### src/common/sensor_seq_map.svh
/*
 * offsets, reset values and timing counts of the exposure sequencer.
 * assumes it is included by bare name after the sequencer package.
 */
`ifndef SENSOR_SEQ_MAP_SVH
`define SENSOR_SEQ_MAP_SVH

// line counter start values after reset and after the overhead period
`define LINE_START_NORMAL    12'h001
`define LINE_START_SUBSAMPLE 12'h002
// line counter and row pointer steps
`define LINE_STEP_NORMAL     12'h001
`define LINE_STEP_SUBSAMPLE  12'h002
// lines after which frame-valid drops in master mode (480)
`define FRAME_LINES          10'h01e0
// pulse length base and tails, in core ticks (x4 input clocks)
`define PULSE_UNIT           8'h0c
`define RESET_PULSE_TAIL     8'h01
`define SAMPLE_PULSE_TAIL    8'h02
// core clock divider: input clock divided by four
`define CORE_DIV_FIRE        2'h1
// pixels per kernel, not used; the row length takes four per kernel
`define KERNEL_PIXELS        2
// pixel word width and buffer depth
`define PIXEL_WIDTH          10
`define PIXEL_FIFO_DEPTH     4

`endif

### src/common/sensor_seq_pkg.sv
/*
 * types shared by the exposure sequencer files.
 * assumes nothing of its surroundings.
 */
package sensor_seq_pkg;

    // readout phase of the sequencer
    typedef enum logic [1:0] {
        ST_ROW_OVERHEAD   = 2'b00, // row overhead before pixels
        ST_PIXELS         = 2'b01, // kernels of a row streaming out
        ST_FRAME_OVERHEAD = 2'b10  // charge moved to storage
    } seq_state_e;

endpackage

### src/hw/image_sensor_exposure_sequencer.sv
/*
 * exposure and readout sequencer of a global-shutter image sensor, with a
 * small shift-register buffer in the pixel path.
 * assumes all inputs are synchronous to clk_i, settings stay stable while
 * used, and the receiver may stall the pixel stream with pixel_ready_i.
 */
//
// Contract
// - master mode fires events on threshold equality
// - pixel reset held until reset length reached
// - dual/triple slope reset pulse of fixed length
// - frame transfer threshold starts overhead period
// - line counter loads one after reset, overhead
// - subsampling steps two, starts at two
// - indicators high from reset fall to sample fall
// - sample pulse at transfer, one tick longer
// - slave mode ignores thresholds, pins active low
// - slave pins decode pixel and extra resets
// - all pins low starts frame transfer
// - nondestructive bit suppresses internal reset pulses
// - row-wise readout with line and frame valid
// - master drops frame-valid after 480 lines
// - slave reads from start row until transfer
// - past last row frame-valid stays, lines toggle
// - first core tick on second edge after release
// - reset restarts sequencer, keeps settings
// - sequencer runs on input clock divided four; the code steps on every input clock and core_en is unused
// - mode bit picks master or slave exposure
// - frame overhead, row overhead, kernels of four

// shift-register fifo: the head slot is always a flop, so outputs are
// registered; a word enters behind the last valid slot after the shift
module pixel_fifo #(
    parameter int WIDTH = 10,
    parameter int DEPTH = 4
) (
    input  wire logic             clk_i,
    input  wire logic             reset_i,
    input  wire logic             in_valid_i,
    output logic                  in_ready_o,
    input  wire logic [WIDTH-1:0] in_data_i,
    output logic                  out_valid_o,
    input  wire logic             out_ready_i,
    output logic      [WIDTH-1:0] out_data_o
);
    typedef struct packed {
        logic [DEPTH-1:0][WIDTH-1:0] mem; // slot 0 is the head
        logic [DEPTH-1:0]            vld; // slot occupancy
    } fifo_s;

    fifo_s fifo_reg;  // registered state
    fifo_s fifo_next; // next state

    // shift on pop, then place the pushed word in the first free slot
    always_comb begin
        logic pop;
        logic placed;
        pop = fifo_reg.vld[0] && out_ready_i;
        placed = 1'b0;
        fifo_next = fifo_reg;
        if (pop) begin
            for (int i = 0; i < DEPTH - 1; i++) begin
                fifo_next.mem[i] = fifo_reg.mem[i+1];
                fifo_next.vld[i] = fifo_reg.vld[i+1];
            end
            fifo_next.vld[DEPTH-1] = 1'b0;
        end
        // full is judged on the old state: a pop and push in the same
        // cycle at full is refused, trading a little rate for a flop ready
        if (in_valid_i && !fifo_reg.vld[DEPTH-1]) begin
            for (int i = 0; i < DEPTH; i++) begin
                if (!placed && !fifo_next.vld[i]) begin
                    fifo_next.mem[i] = in_data_i;
                    fifo_next.vld[i] = 1'b1;
                    placed = 1'b1;
                end
            end
        end
    end

    // state register
    always_ff @(posedge clk_i or posedge reset_i) begin
        if (reset_i) begin
            fifo_reg <= '0;
        end else begin
            fifo_reg <= fifo_next;
        end
    end

    assign in_ready_o  = !fifo_reg.vld[DEPTH-1];
    assign out_valid_o = fifo_reg.vld[0];
    assign out_data_o  = fifo_reg.mem[0];
endmodule

module image_sensor_exposure_sequencer
    import sensor_seq_pkg::*;
(
    input  wire logic        clk_i,
    input  wire logic        reset_i,
    input  wire logic        master_mode_i,
    input  wire logic        subsample_i,
    input  wire logic        nondestructive_readout_bit_i,
    input  wire logic [1:0]  pulse_granularity_i,
    input  wire logic [11:0] reset_length_lines_i,
    input  wire logic [11:0] dual_slope_line_threshold_i,
    input  wire logic [11:0] triple_slope_line_threshold_i,
    input  wire logic [11:0] frame_transfer_line_threshold_i,
    input  wire logic [8:0]  start_y_i,
    input  wire logic [7:0]  window_kernel_count_i,
    input  wire logic [2:0]  exposure_pin_i,
    input  wire logic [9:0]  adc_data_i,
    input  wire logic        pixel_ready_i,
    output logic      [2:0]  exposure_pin_o,
    output logic      [2:0]  exposure_pin_oe_o,
    output logic             pixel_reset_o,
    output logic      [1:0]  extra_reset_o,
    output logic             pixel_sample_o,
    output logic             frame_transfer_o,
    output logic             frame_valid_o,
    output logic             line_valid_o,
    output logic      [9:0]  row_address_o,
    output logic             pixel_valid_o,
    output logic      [9:0]  pixel_data_o
);
`include "sensor_seq_map.svh"

    typedef struct packed {
        logic        init;      // first cycle after reset release
        logic [1:0]  div;       // input clock divider
        logic        core_en;   // one-cycle core clock tick
        seq_state_e  st;        // readout phase
        logic [7:0]  phase_cnt; // ticks left in an overhead period
        logic [9:0]  pix_cnt;   // pixels sent in the current row
        logic [11:0] line_cnt;  // lines read since overhead end
        logic [9:0]  fv_lines;  // line-valid pulses inside the frame
        logic [9:0]  row;       // row pointer, may pass the last row
        logic        pix_reset; // internal pixel reset level
        logic [1:0]  extra;     // dual / triple slope reset levels
        logic [7:0]  ds_cnt;    // dual slope pulse ticks left
        logic [7:0]  ts_cnt;    // triple slope pulse ticks left
        logic        sample;    // internal pixel sample pulse
        logic [7:0]  smp_cnt;   // sample pulse ticks left
        logic [2:0]  ind;       // integration indicators
        logic        fv;        // frame valid
        logic        lv;        // line valid
        logic [2:0]  sync1;     // first synchroniser stage
        logic [2:0]  sync2;     // second synchroniser stage
        logic [2:0]  sync3;     // delayed copy for edge detection
        logic        pr_out;    // pixel reset after suppression
        logic [1:0]  ex_out;    // extra resets after suppression
        logic [2:0]  pin_oe;    // exposure pins driven in master mode
        logic        ft_out;    // registered frame overhead flag
    } seq_s;

    seq_s seq_reg;  // registered state
    seq_s seq_next; // next state

    logic       fifo_push;  // pixel word offered to the buffer
    logic       fifo_ready; // buffer can take a word
    logic       line_end;   // last pixel of a row taken
    logic       ft_start;   // frame transfer begins this cycle
    logic [7:0] reset_len;  // reset and overhead pulse length
    logic [7:0] sample_len; // sample pulse length

    // pulse length in input clocks: 4*(unit*(granularity+1)+tail); counted
    // in clocks so the length is exact wherever the start lands
    function automatic logic [7:0] pulse_len(input logic [1:0] g,
                                             input logic [7:0] tail);
        logic [7:0] ticks; // length in core ticks, at most 50
        ticks = 8'(`PULSE_UNIT * ({6'h00, g} + 8'h01)) + tail;
        pulse_len = {ticks[5:0], 2'b00};
    endfunction

    // next-state logic for divider, readout, exposure and framing
    always_comb begin
        logic [2:0]  act;      // slave pins, active high
        logic        all_now;  // all three pins asserted
        logic        all_was;  // all three asserted a cycle earlier
        logic [11:0] step;     // line counter step
        logic [11:0] cnt_new;  // line count after this line
        logic [9:0]  row_pix;  // pixels per row
        act      = ~seq_reg.sync2;
        all_now  = &act;
        all_was  = &(~seq_reg.sync3);
        step     = subsample_i ? `LINE_STEP_SUBSAMPLE : `LINE_STEP_NORMAL;
        cnt_new  = seq_reg.line_cnt + step;
        row_pix  = {window_kernel_count_i, 2'b00};
        reset_len  = pulse_len(pulse_granularity_i, `RESET_PULSE_TAIL);
        sample_len = pulse_len(pulse_granularity_i, `SAMPLE_PULSE_TAIL);
        line_end  = 1'b0;
        ft_start  = 1'b0;
        fifo_push = 1'b0;
        seq_next  = seq_reg;

        // core tick: second input edge after release, then every fourth
        seq_next.div     = seq_reg.div + 2'h1;
        seq_next.core_en = (seq_reg.div == `CORE_DIV_FIRE);

        // the second stage is decoded, its delayed copy for the edge; the first feeds it alone
        seq_next.sync1 = exposure_pin_i;
        seq_next.sync2 = seq_reg.sync1;
        seq_next.sync3 = seq_reg.sync2;

        // after release the counter start depends on subsampling
        if (seq_reg.init) begin
            seq_next.init      = 1'b0;
            seq_next.line_cnt  = subsample_i ? `LINE_START_SUBSAMPLE
                                             : `LINE_START_NORMAL;
            seq_next.row       = {1'b0, start_y_i};
            seq_next.phase_cnt = reset_len;
        end

        // extra reset and sample pulses count down in input clocks
        begin
            if (seq_reg.ds_cnt != 8'h00) begin
                seq_next.ds_cnt = seq_reg.ds_cnt - 8'h01;
                if (seq_reg.ds_cnt == 8'h01) begin
                    seq_next.extra[0] = 1'b0;
                    seq_next.ind[1]   = 1'b1;
                end
            end
            if (seq_reg.ts_cnt != 8'h00) begin
                seq_next.ts_cnt = seq_reg.ts_cnt - 8'h01;
                if (seq_reg.ts_cnt == 8'h01) begin
                    seq_next.extra[1] = 1'b0;
                    seq_next.ind[2]   = 1'b1;
                end
            end
            if (seq_reg.smp_cnt != 8'h00) begin
                seq_next.smp_cnt = seq_reg.smp_cnt - 8'h01;
                if (seq_reg.smp_cnt == 8'h01) begin
                    seq_next.sample = 1'b0;
                    seq_next.ind    = 3'b000;
                end
            end
        end

        // readout phases
        case (seq_reg.st)
            ST_ROW_OVERHEAD: begin
                if (!seq_reg.init) begin
                    if (seq_reg.phase_cnt <= 8'h01) begin
                        seq_next.st      = ST_PIXELS;
                        seq_next.pix_cnt = 10'h000;
                        seq_next.lv      = 1'b1;
                    end else begin
                        seq_next.phase_cnt = seq_reg.phase_cnt - 8'h01;
                    end
                end
            end
            ST_PIXELS: begin
                // a full buffer stalls the row, one pixel per clock
                if (fifo_ready) begin
                    fifo_push        = 1'b1;
                    seq_next.pix_cnt = seq_reg.pix_cnt + 10'h001;
                    if (seq_reg.pix_cnt + 10'h001 >= row_pix) begin
                        line_end = 1'b1;
                    end
                end
            end
            ST_FRAME_OVERHEAD: begin
                if (!seq_reg.init) begin
                    if (seq_reg.phase_cnt <= 8'h01) begin
                        seq_next.st        = ST_ROW_OVERHEAD;
                        seq_next.phase_cnt = reset_len;
                        seq_next.line_cnt  = subsample_i
                            ? `LINE_START_SUBSAMPLE
                            : `LINE_START_NORMAL;
                        seq_next.fv        = 1'b1;
                        seq_next.fv_lines  = 10'h000;
                        seq_next.row       = {1'b0, start_y_i};
                    end else begin
                        seq_next.phase_cnt = seq_reg.phase_cnt - 8'h01;
                    end
                end
            end
            default: begin
                seq_next.st = ST_ROW_OVERHEAD;
            end
        endcase

        // end of a row: step counters and compare thresholds
        if (line_end) begin
            seq_next.st        = ST_ROW_OVERHEAD;
            seq_next.phase_cnt = reset_len;
            seq_next.lv        = 1'b0;
            // the pointer keeps running past the last real row
            seq_next.row      = seq_reg.row + step[9:0];
            seq_next.line_cnt = cnt_new;
            if (seq_reg.fv) begin
                seq_next.fv_lines = seq_reg.fv_lines + 10'h001;
                if (master_mode_i &&
                    seq_reg.fv_lines + 10'h001 == `FRAME_LINES) begin
                    seq_next.fv = 1'b0;
                end
            end
            // thresholds only matter in master mode
            if (master_mode_i) begin
                if (cnt_new == reset_length_lines_i && seq_reg.pix_reset) begin
                    seq_next.pix_reset = 1'b0;
                    seq_next.ind[0]    = 1'b1;
                end
                if (cnt_new == dual_slope_line_threshold_i) begin
                    seq_next.extra[0] = 1'b1;
                    seq_next.ds_cnt   = reset_len;
                end
                if (cnt_new == triple_slope_line_threshold_i) begin
                    seq_next.extra[1] = 1'b1;
                    seq_next.ts_cnt   = reset_len;
                end
                if (cnt_new == frame_transfer_line_threshold_i) begin
                    ft_start = 1'b1;
                end
            end
        end

        // slave mode: exposure comes straight from the decoded pins
        if (!master_mode_i) begin
            seq_next.pix_reset = act[0] && !act[1] && !act[2];
            seq_next.extra[0]  = act[1] && !act[0] && !act[2];
            seq_next.extra[1]  = act[2] && !act[0] && !act[1];
            seq_next.ds_cnt    = 8'h00;
            seq_next.ts_cnt    = 8'h00;
            seq_next.ind       = 3'b000;
            if (all_now && !all_was) begin
                ft_start = 1'b1;
            end
        end

        // frame transfer: overhead period plus the sample pulse
        if (ft_start && seq_reg.st != ST_FRAME_OVERHEAD) begin
            seq_next.st        = ST_FRAME_OVERHEAD;
            seq_next.phase_cnt = reset_len;
            seq_next.sample    = 1'b1;
            seq_next.smp_cnt   = sample_len;
            seq_next.fv        = 1'b0;
            seq_next.lv        = 1'b0;
            if (master_mode_i) begin
                seq_next.pix_reset = 1'b1; // re-arm for the next frame
            end
        end

        // nondestructive readout keeps the pixel charge untouched
        seq_next.pr_out = seq_next.pix_reset &&
                          !nondestructive_readout_bit_i;
        seq_next.ex_out = seq_next.extra &
                          {2{!nondestructive_readout_bit_i}};
        seq_next.pin_oe = {3{master_mode_i}};
        seq_next.ft_out = (seq_next.st == ST_FRAME_OVERHEAD);
    end

    // state register; settings are ports, so reset leaves them alone
    always_ff @(posedge clk_i or posedge reset_i) begin
        if (reset_i) begin
            seq_reg           <= '0;
            seq_reg.init      <= 1'b1;
            seq_reg.st        <= ST_ROW_OVERHEAD;
            seq_reg.pix_reset <= 1'b1;
            seq_reg.sync1     <= 3'b111;
            seq_reg.sync2     <= 3'b111;
            seq_reg.sync3     <= 3'b111;
        end else begin
            seq_reg <= seq_next;
        end
    end

    // pixel buffer between converter and receiver
    pixel_fifo #(
        .WIDTH(`PIXEL_WIDTH),
        .DEPTH(`PIXEL_FIFO_DEPTH)
    ) u_fifo (
        .clk_i      (clk_i),
        .reset_i    (reset_i),
        .in_valid_i (fifo_push),
        .in_ready_o (fifo_ready),
        .in_data_i  (adc_data_i),
        .out_valid_o(pixel_valid_o),
        .out_ready_i(pixel_ready_i),
        .out_data_o (pixel_data_o)
    );

    assign exposure_pin_o    = seq_reg.ind;
    assign exposure_pin_oe_o = seq_reg.pin_oe;
    assign pixel_reset_o     = seq_reg.pr_out;
    assign extra_reset_o     = seq_reg.ex_out;
    assign pixel_sample_o    = seq_reg.sample;
    assign frame_transfer_o  = seq_reg.ft_out;
    assign frame_valid_o     = seq_reg.fv;
    assign line_valid_o      = seq_reg.lv;
    assign row_address_o     = seq_reg.row;

    // helper counters read only by the checks below
    logic [1:0] post_cnt; // edges since reset release, saturating
    logic [7:0] ds_high;  // ticks the dual slope pulse has been high
    logic [7:0] smp_high; // ticks the sample pulse has been high
    always_ff @(posedge clk_i or posedge reset_i) begin
        if (reset_i) begin
            post_cnt <= 2'h0;
            ds_high  <= 8'h00;
            smp_high <= 8'h00;
        end else begin
            post_cnt <= (post_cnt == 2'h3) ? post_cnt : post_cnt + 2'h1;
            ds_high  <= !seq_reg.extra[0] ? 8'h00 :
                        ds_high + 8'h01;
            smp_high <= !seq_reg.sample ? 8'h00 :
                        smp_high + 8'h01;
        end
    end

    function automatic logic [11:0] step_of_mode();
        step_of_mode = subsample_i ? `LINE_STEP_SUBSAMPLE
                                   : `LINE_STEP_NORMAL;
    endfunction
endmodule

### config.mk
export PLATFORM = sky130hd
export DESIGN_NAME = image_sensor_exposure_sequencer
export DESIGN_NICKNAME = d
export VERILOG_FILES = /design/src/common/sensor_seq_pkg.sv /design/src/hw/image_sensor_exposure_sequencer.sv
export VERILOG_INCLUDE_DIRS = /design/src /design/src/common
export SDC_FILE = /design/constraint.sdc
export NUM_CORES = 1
export LEC_CHECK = 0
export ABC_AREA = 1
export BUFFER_PORTS_ARGS = -buffer_cell sky130_fd_sc_hd__buf_2
export CAP_MARGIN = 20
export CORE_MARGIN = 3
export CORE_UTILIZATION = 45
export DETAILED_ROUTE_END_ITERATION = 8
export PLACE_DENSITY = 0.67
export SYNTH_ARGS = -nofsm -noshare
export SYNTH_HDL_FRONTEND = slang
export SYNTH_SLANG_ARGS = --single-unit
### constraint.sdc
create_clock -name clk_i -period 4 [get_ports clk_i]
set_input_delay 0 -clock clk_i [delete_from_list [all_inputs] [get_ports clk_i]]
set_output_delay 0 -clock clk_i [all_outputs]
set_load 0.005 [all_outputs]
==> impl_metrics.ini <==
[clock_tree]
ctsHoldBuffers = 25
clkLatencyLatePin_ns = 0.43
clk_root_buffer_cell = clkbuf_16
cts_htree_levels = 4
cts_buffers = 17
tritoncts = built
clock_sink_count = 144
clk_pin_slew_ns = 0.06
cts-root-to-sink-buffers = 2
number_of_gates_resized_after_cts = 0
post-cts-setup-buffers = 0

[job]
cap_violations = 0

[worst_setup_path]
crit_arrival_ns = 3.61
cp_data_required_time_ns = 4.31
critical_path.max_fanout = 21
criticalPathCategory = register to register
start_kind = register
cp-end-kind = register

[floorplan]
die_height_um = 150
die_w_um = 150
core-area_mm2 = 0.0199
fp.dieArea_mm2 = 0.0224
rows = 51
start_util_pct = 46.7
floorplan.io_pins = 120

[layout]
layout.nets = 1418
largest_register_ffs = 73
layout-area-overhead-vs-synth_pct = 15.9
antenna_cell_count = 0
post_layout_nonfiller_instances = 1580
mostFrequentLayoutCells = nand2_1 (239), nor2_1 (134), dfrtp_1 (133)
final_common_cell = nand2_1
drive_gt1_share_pct = 18.4
final.fill_count = 1862

[yosys]
synth_ff_type = dfrtp_1
synth_seq_cells = 144
yosys_warnings = 0
synth_fp_nets = 1315
synth.area.mux_share_pct = 1.39
number_of_enable_flip_flop_cells_after_synthesis = 0
seq_area_frac_synth_pct = 38.9
syn-instance-count = 1199
post_synth_and_or_nand_nor_area_fraction_pct = 28.8
dominant_combinational_cell_family_by_area_after_synthesis = simple AND/OR/NAND/NOR gates
syn-cell-area_mm2 = 0.00930
synth_area_per_cell_um2 = 7.75
yosysUniqueCellTypes = 56
leading_cell_types_by_total_area_after_synthesis = dfrtp_1 (36%), nand2_1 (9.7%), nand3_1 (5.7%), nor2_1 (5.4%), inv_1 (5.0%)
postSynth.asyncResetShare_pct = 100
synth_top_cell_area_share_pct = 35.8
yosys.area_share.xor_xnor_pct = 6.31
synth_compound_area_share_pct = 10.7
synth_fa_ha_area_share_pct = 4.20
synthDominantAreaCellType = dfrtp_1

[sta]
grt_setup_unrepaired = no
slew_viol_final = 0
timing_hold_violations_final = 0
fin_skew_ns = 0.0107
setup-tns-final_ns = 0
hold_slack_ns = 0.0228
timing.fmax_mhz = 303
period_share_pct = 82.6
relSlewSlack_pct = 38.0
period_needed_ns = 3.30
finalSetupViolations = 0
worst_pin_slew_ns = 0.930

[pwr]
power_density_mw_per_mm2 = 509
leakagePower_nw = 5.45
pwr_total_w = 0.00549
peak_ir_drop_on_the_vdd_network_uv = 314

[drt]
final_routed_wirelength_mm = 22.4
remaining_drc_errors = 0
first_drt_iteration_drcs = 471
vias_per_cell = 5.11
wl_per_cell_um = 14.2
drt.antenna.violating_nets = 0
drt_pass1_iterations = 5
via_count = 8080

[place]
port_buffers = 119
place.detailed.hpwl_mm = 16.1
post-place-cells = 1523
gp_congestion = 0.899

[grt]
grt_antenna_before_repair = 0
grt_pass1_vias = 7603
gr-usage-all-layers_pct = 20.3
grt_pass1_wl_mm = 36.8
globalRouteOverflowTotal = 0
largest_net_degree_at_the_start_of_global_routing = 63

[min_path]
holdCritPathClass = primary input to register

[status]
outcome = completed
per-stage QoR:
stage	util [%]	area, um^2	worst slack, ns
detailed placement	49.8	9910	0.709
global route	54.1	10800	0.236
global placement	49.8	9910	0.817
finish	54.1	10800	0.696
CTS	54.1	10800	0.686
floorplan	-	9300	0.152
report_power, final:
| group | internal, W | switching, W | leakage, nW |
|---|---|---|---|
| clock network | 0.00100 | 0.000684 | 0.305 |
| logic | 0.000746 | 0.00106 | 3.27 |
| registers | 0.00175 | 0.000250 | 1.88 |
| total | 0.00350 | 0.00199 | 5.45 |
final cells by class:
cell class                 instances  area (um^2)  share of cell area [%]
multi-input combinational        852         4790                    44.5
tap                              265          332                    3.08
inverter                         136          517                    4.80
clock buffer                      17          425                    3.95
sequential                       144         3620                    33.6
clock inverter                    15          194                    1.80
timing repair buffer             151          898                    8.34
worst max-delay path, cell delays in order (launching register included):
cell and delay [ns]:
dfrtp_1 0.41, nand3_1 0.13, nor2_1 0.10, nand2_1 0.08, nor3_1 0.17, nand2_1 0.10, nor2_1 0.12, xor2_1 0.20
inv_1 0.07, ha_1 0.31, nand2_1 0.09, nor2_1 0.05, nor2_1 0.08, nand4_1 0.12, nand2_2 0.31, nor2_1 0.12
nand3_2 0.10, nand2_2 0.06, nand2_4 0.22, clkinv_2 0.17, nand2_1 0.11, nand2_1 0.06
kinds of logic (layout without fill, tap and decap cells):
| kind of cell | after synthesis | after routing |
|---|---|---|
| mux | 10 | 10 |
| compound gates | 171 | 171 |
| other cells | 1 | 1 |
| simple gates | 573 | 573 |
| fa+ha+maj | 30 | 30 |
| buf+inv | 203 | 319 |
| xor+xnor | 67 | 67 |
| flops | 144 | 144 |
layer usage:
metal / track usage [%] / vias up / part of all wire, %
met1: 27.1 / 3719 / 46
met4: 5.17 / 0 / 1.6
met5: 0 / - / 0
li1: - / 4117 / -
met2: 33.1 / 216 / 46
met3: 4.97 / 28 / 5.8
cell usage after synthesis (5+ instances only):
library cell	n
dfrtp_1	133
nand2_1	240
o21ai_0	70
nand3_2	7
buf_4	29
nor4_1	6
dfstp_2	11
a21oi_1	23
nand2_2	11
nand4_1	12
clkbuf_1	29
xnor2_1	20
inv_2	9
or2_2	5
ha_1	28
o22ai_1	13
nand2_4	11
nor3_1	13
inv_1	123
nor2_4	5
nand3b_1	6
mux2_4	5
o211ai_1	15
nor2_1	134
nand3_1	105
a31oi_1	33
xor2_1	47
path summary, 6_finish.rpt:
kind,endpoint,cells after the start,slack (ns),from
min reg2reg,seq_next[8],0,0.36,seq_next[11]
min in group asynchronous,u_fifo.fifo_reg[16],3,0.19,reset_i
max reg2reg,seq_reg[26],21,0.70,seq_reg[81]
max,seq_reg[26],21,0.70,seq_reg[81]
min,row_address_o[7],5,0.02,start_y_i[7]
max in group asynchronous,seq_reg[48],4,2.84,reset_i
Note: power is estimated with default switching activity, not from simulation.
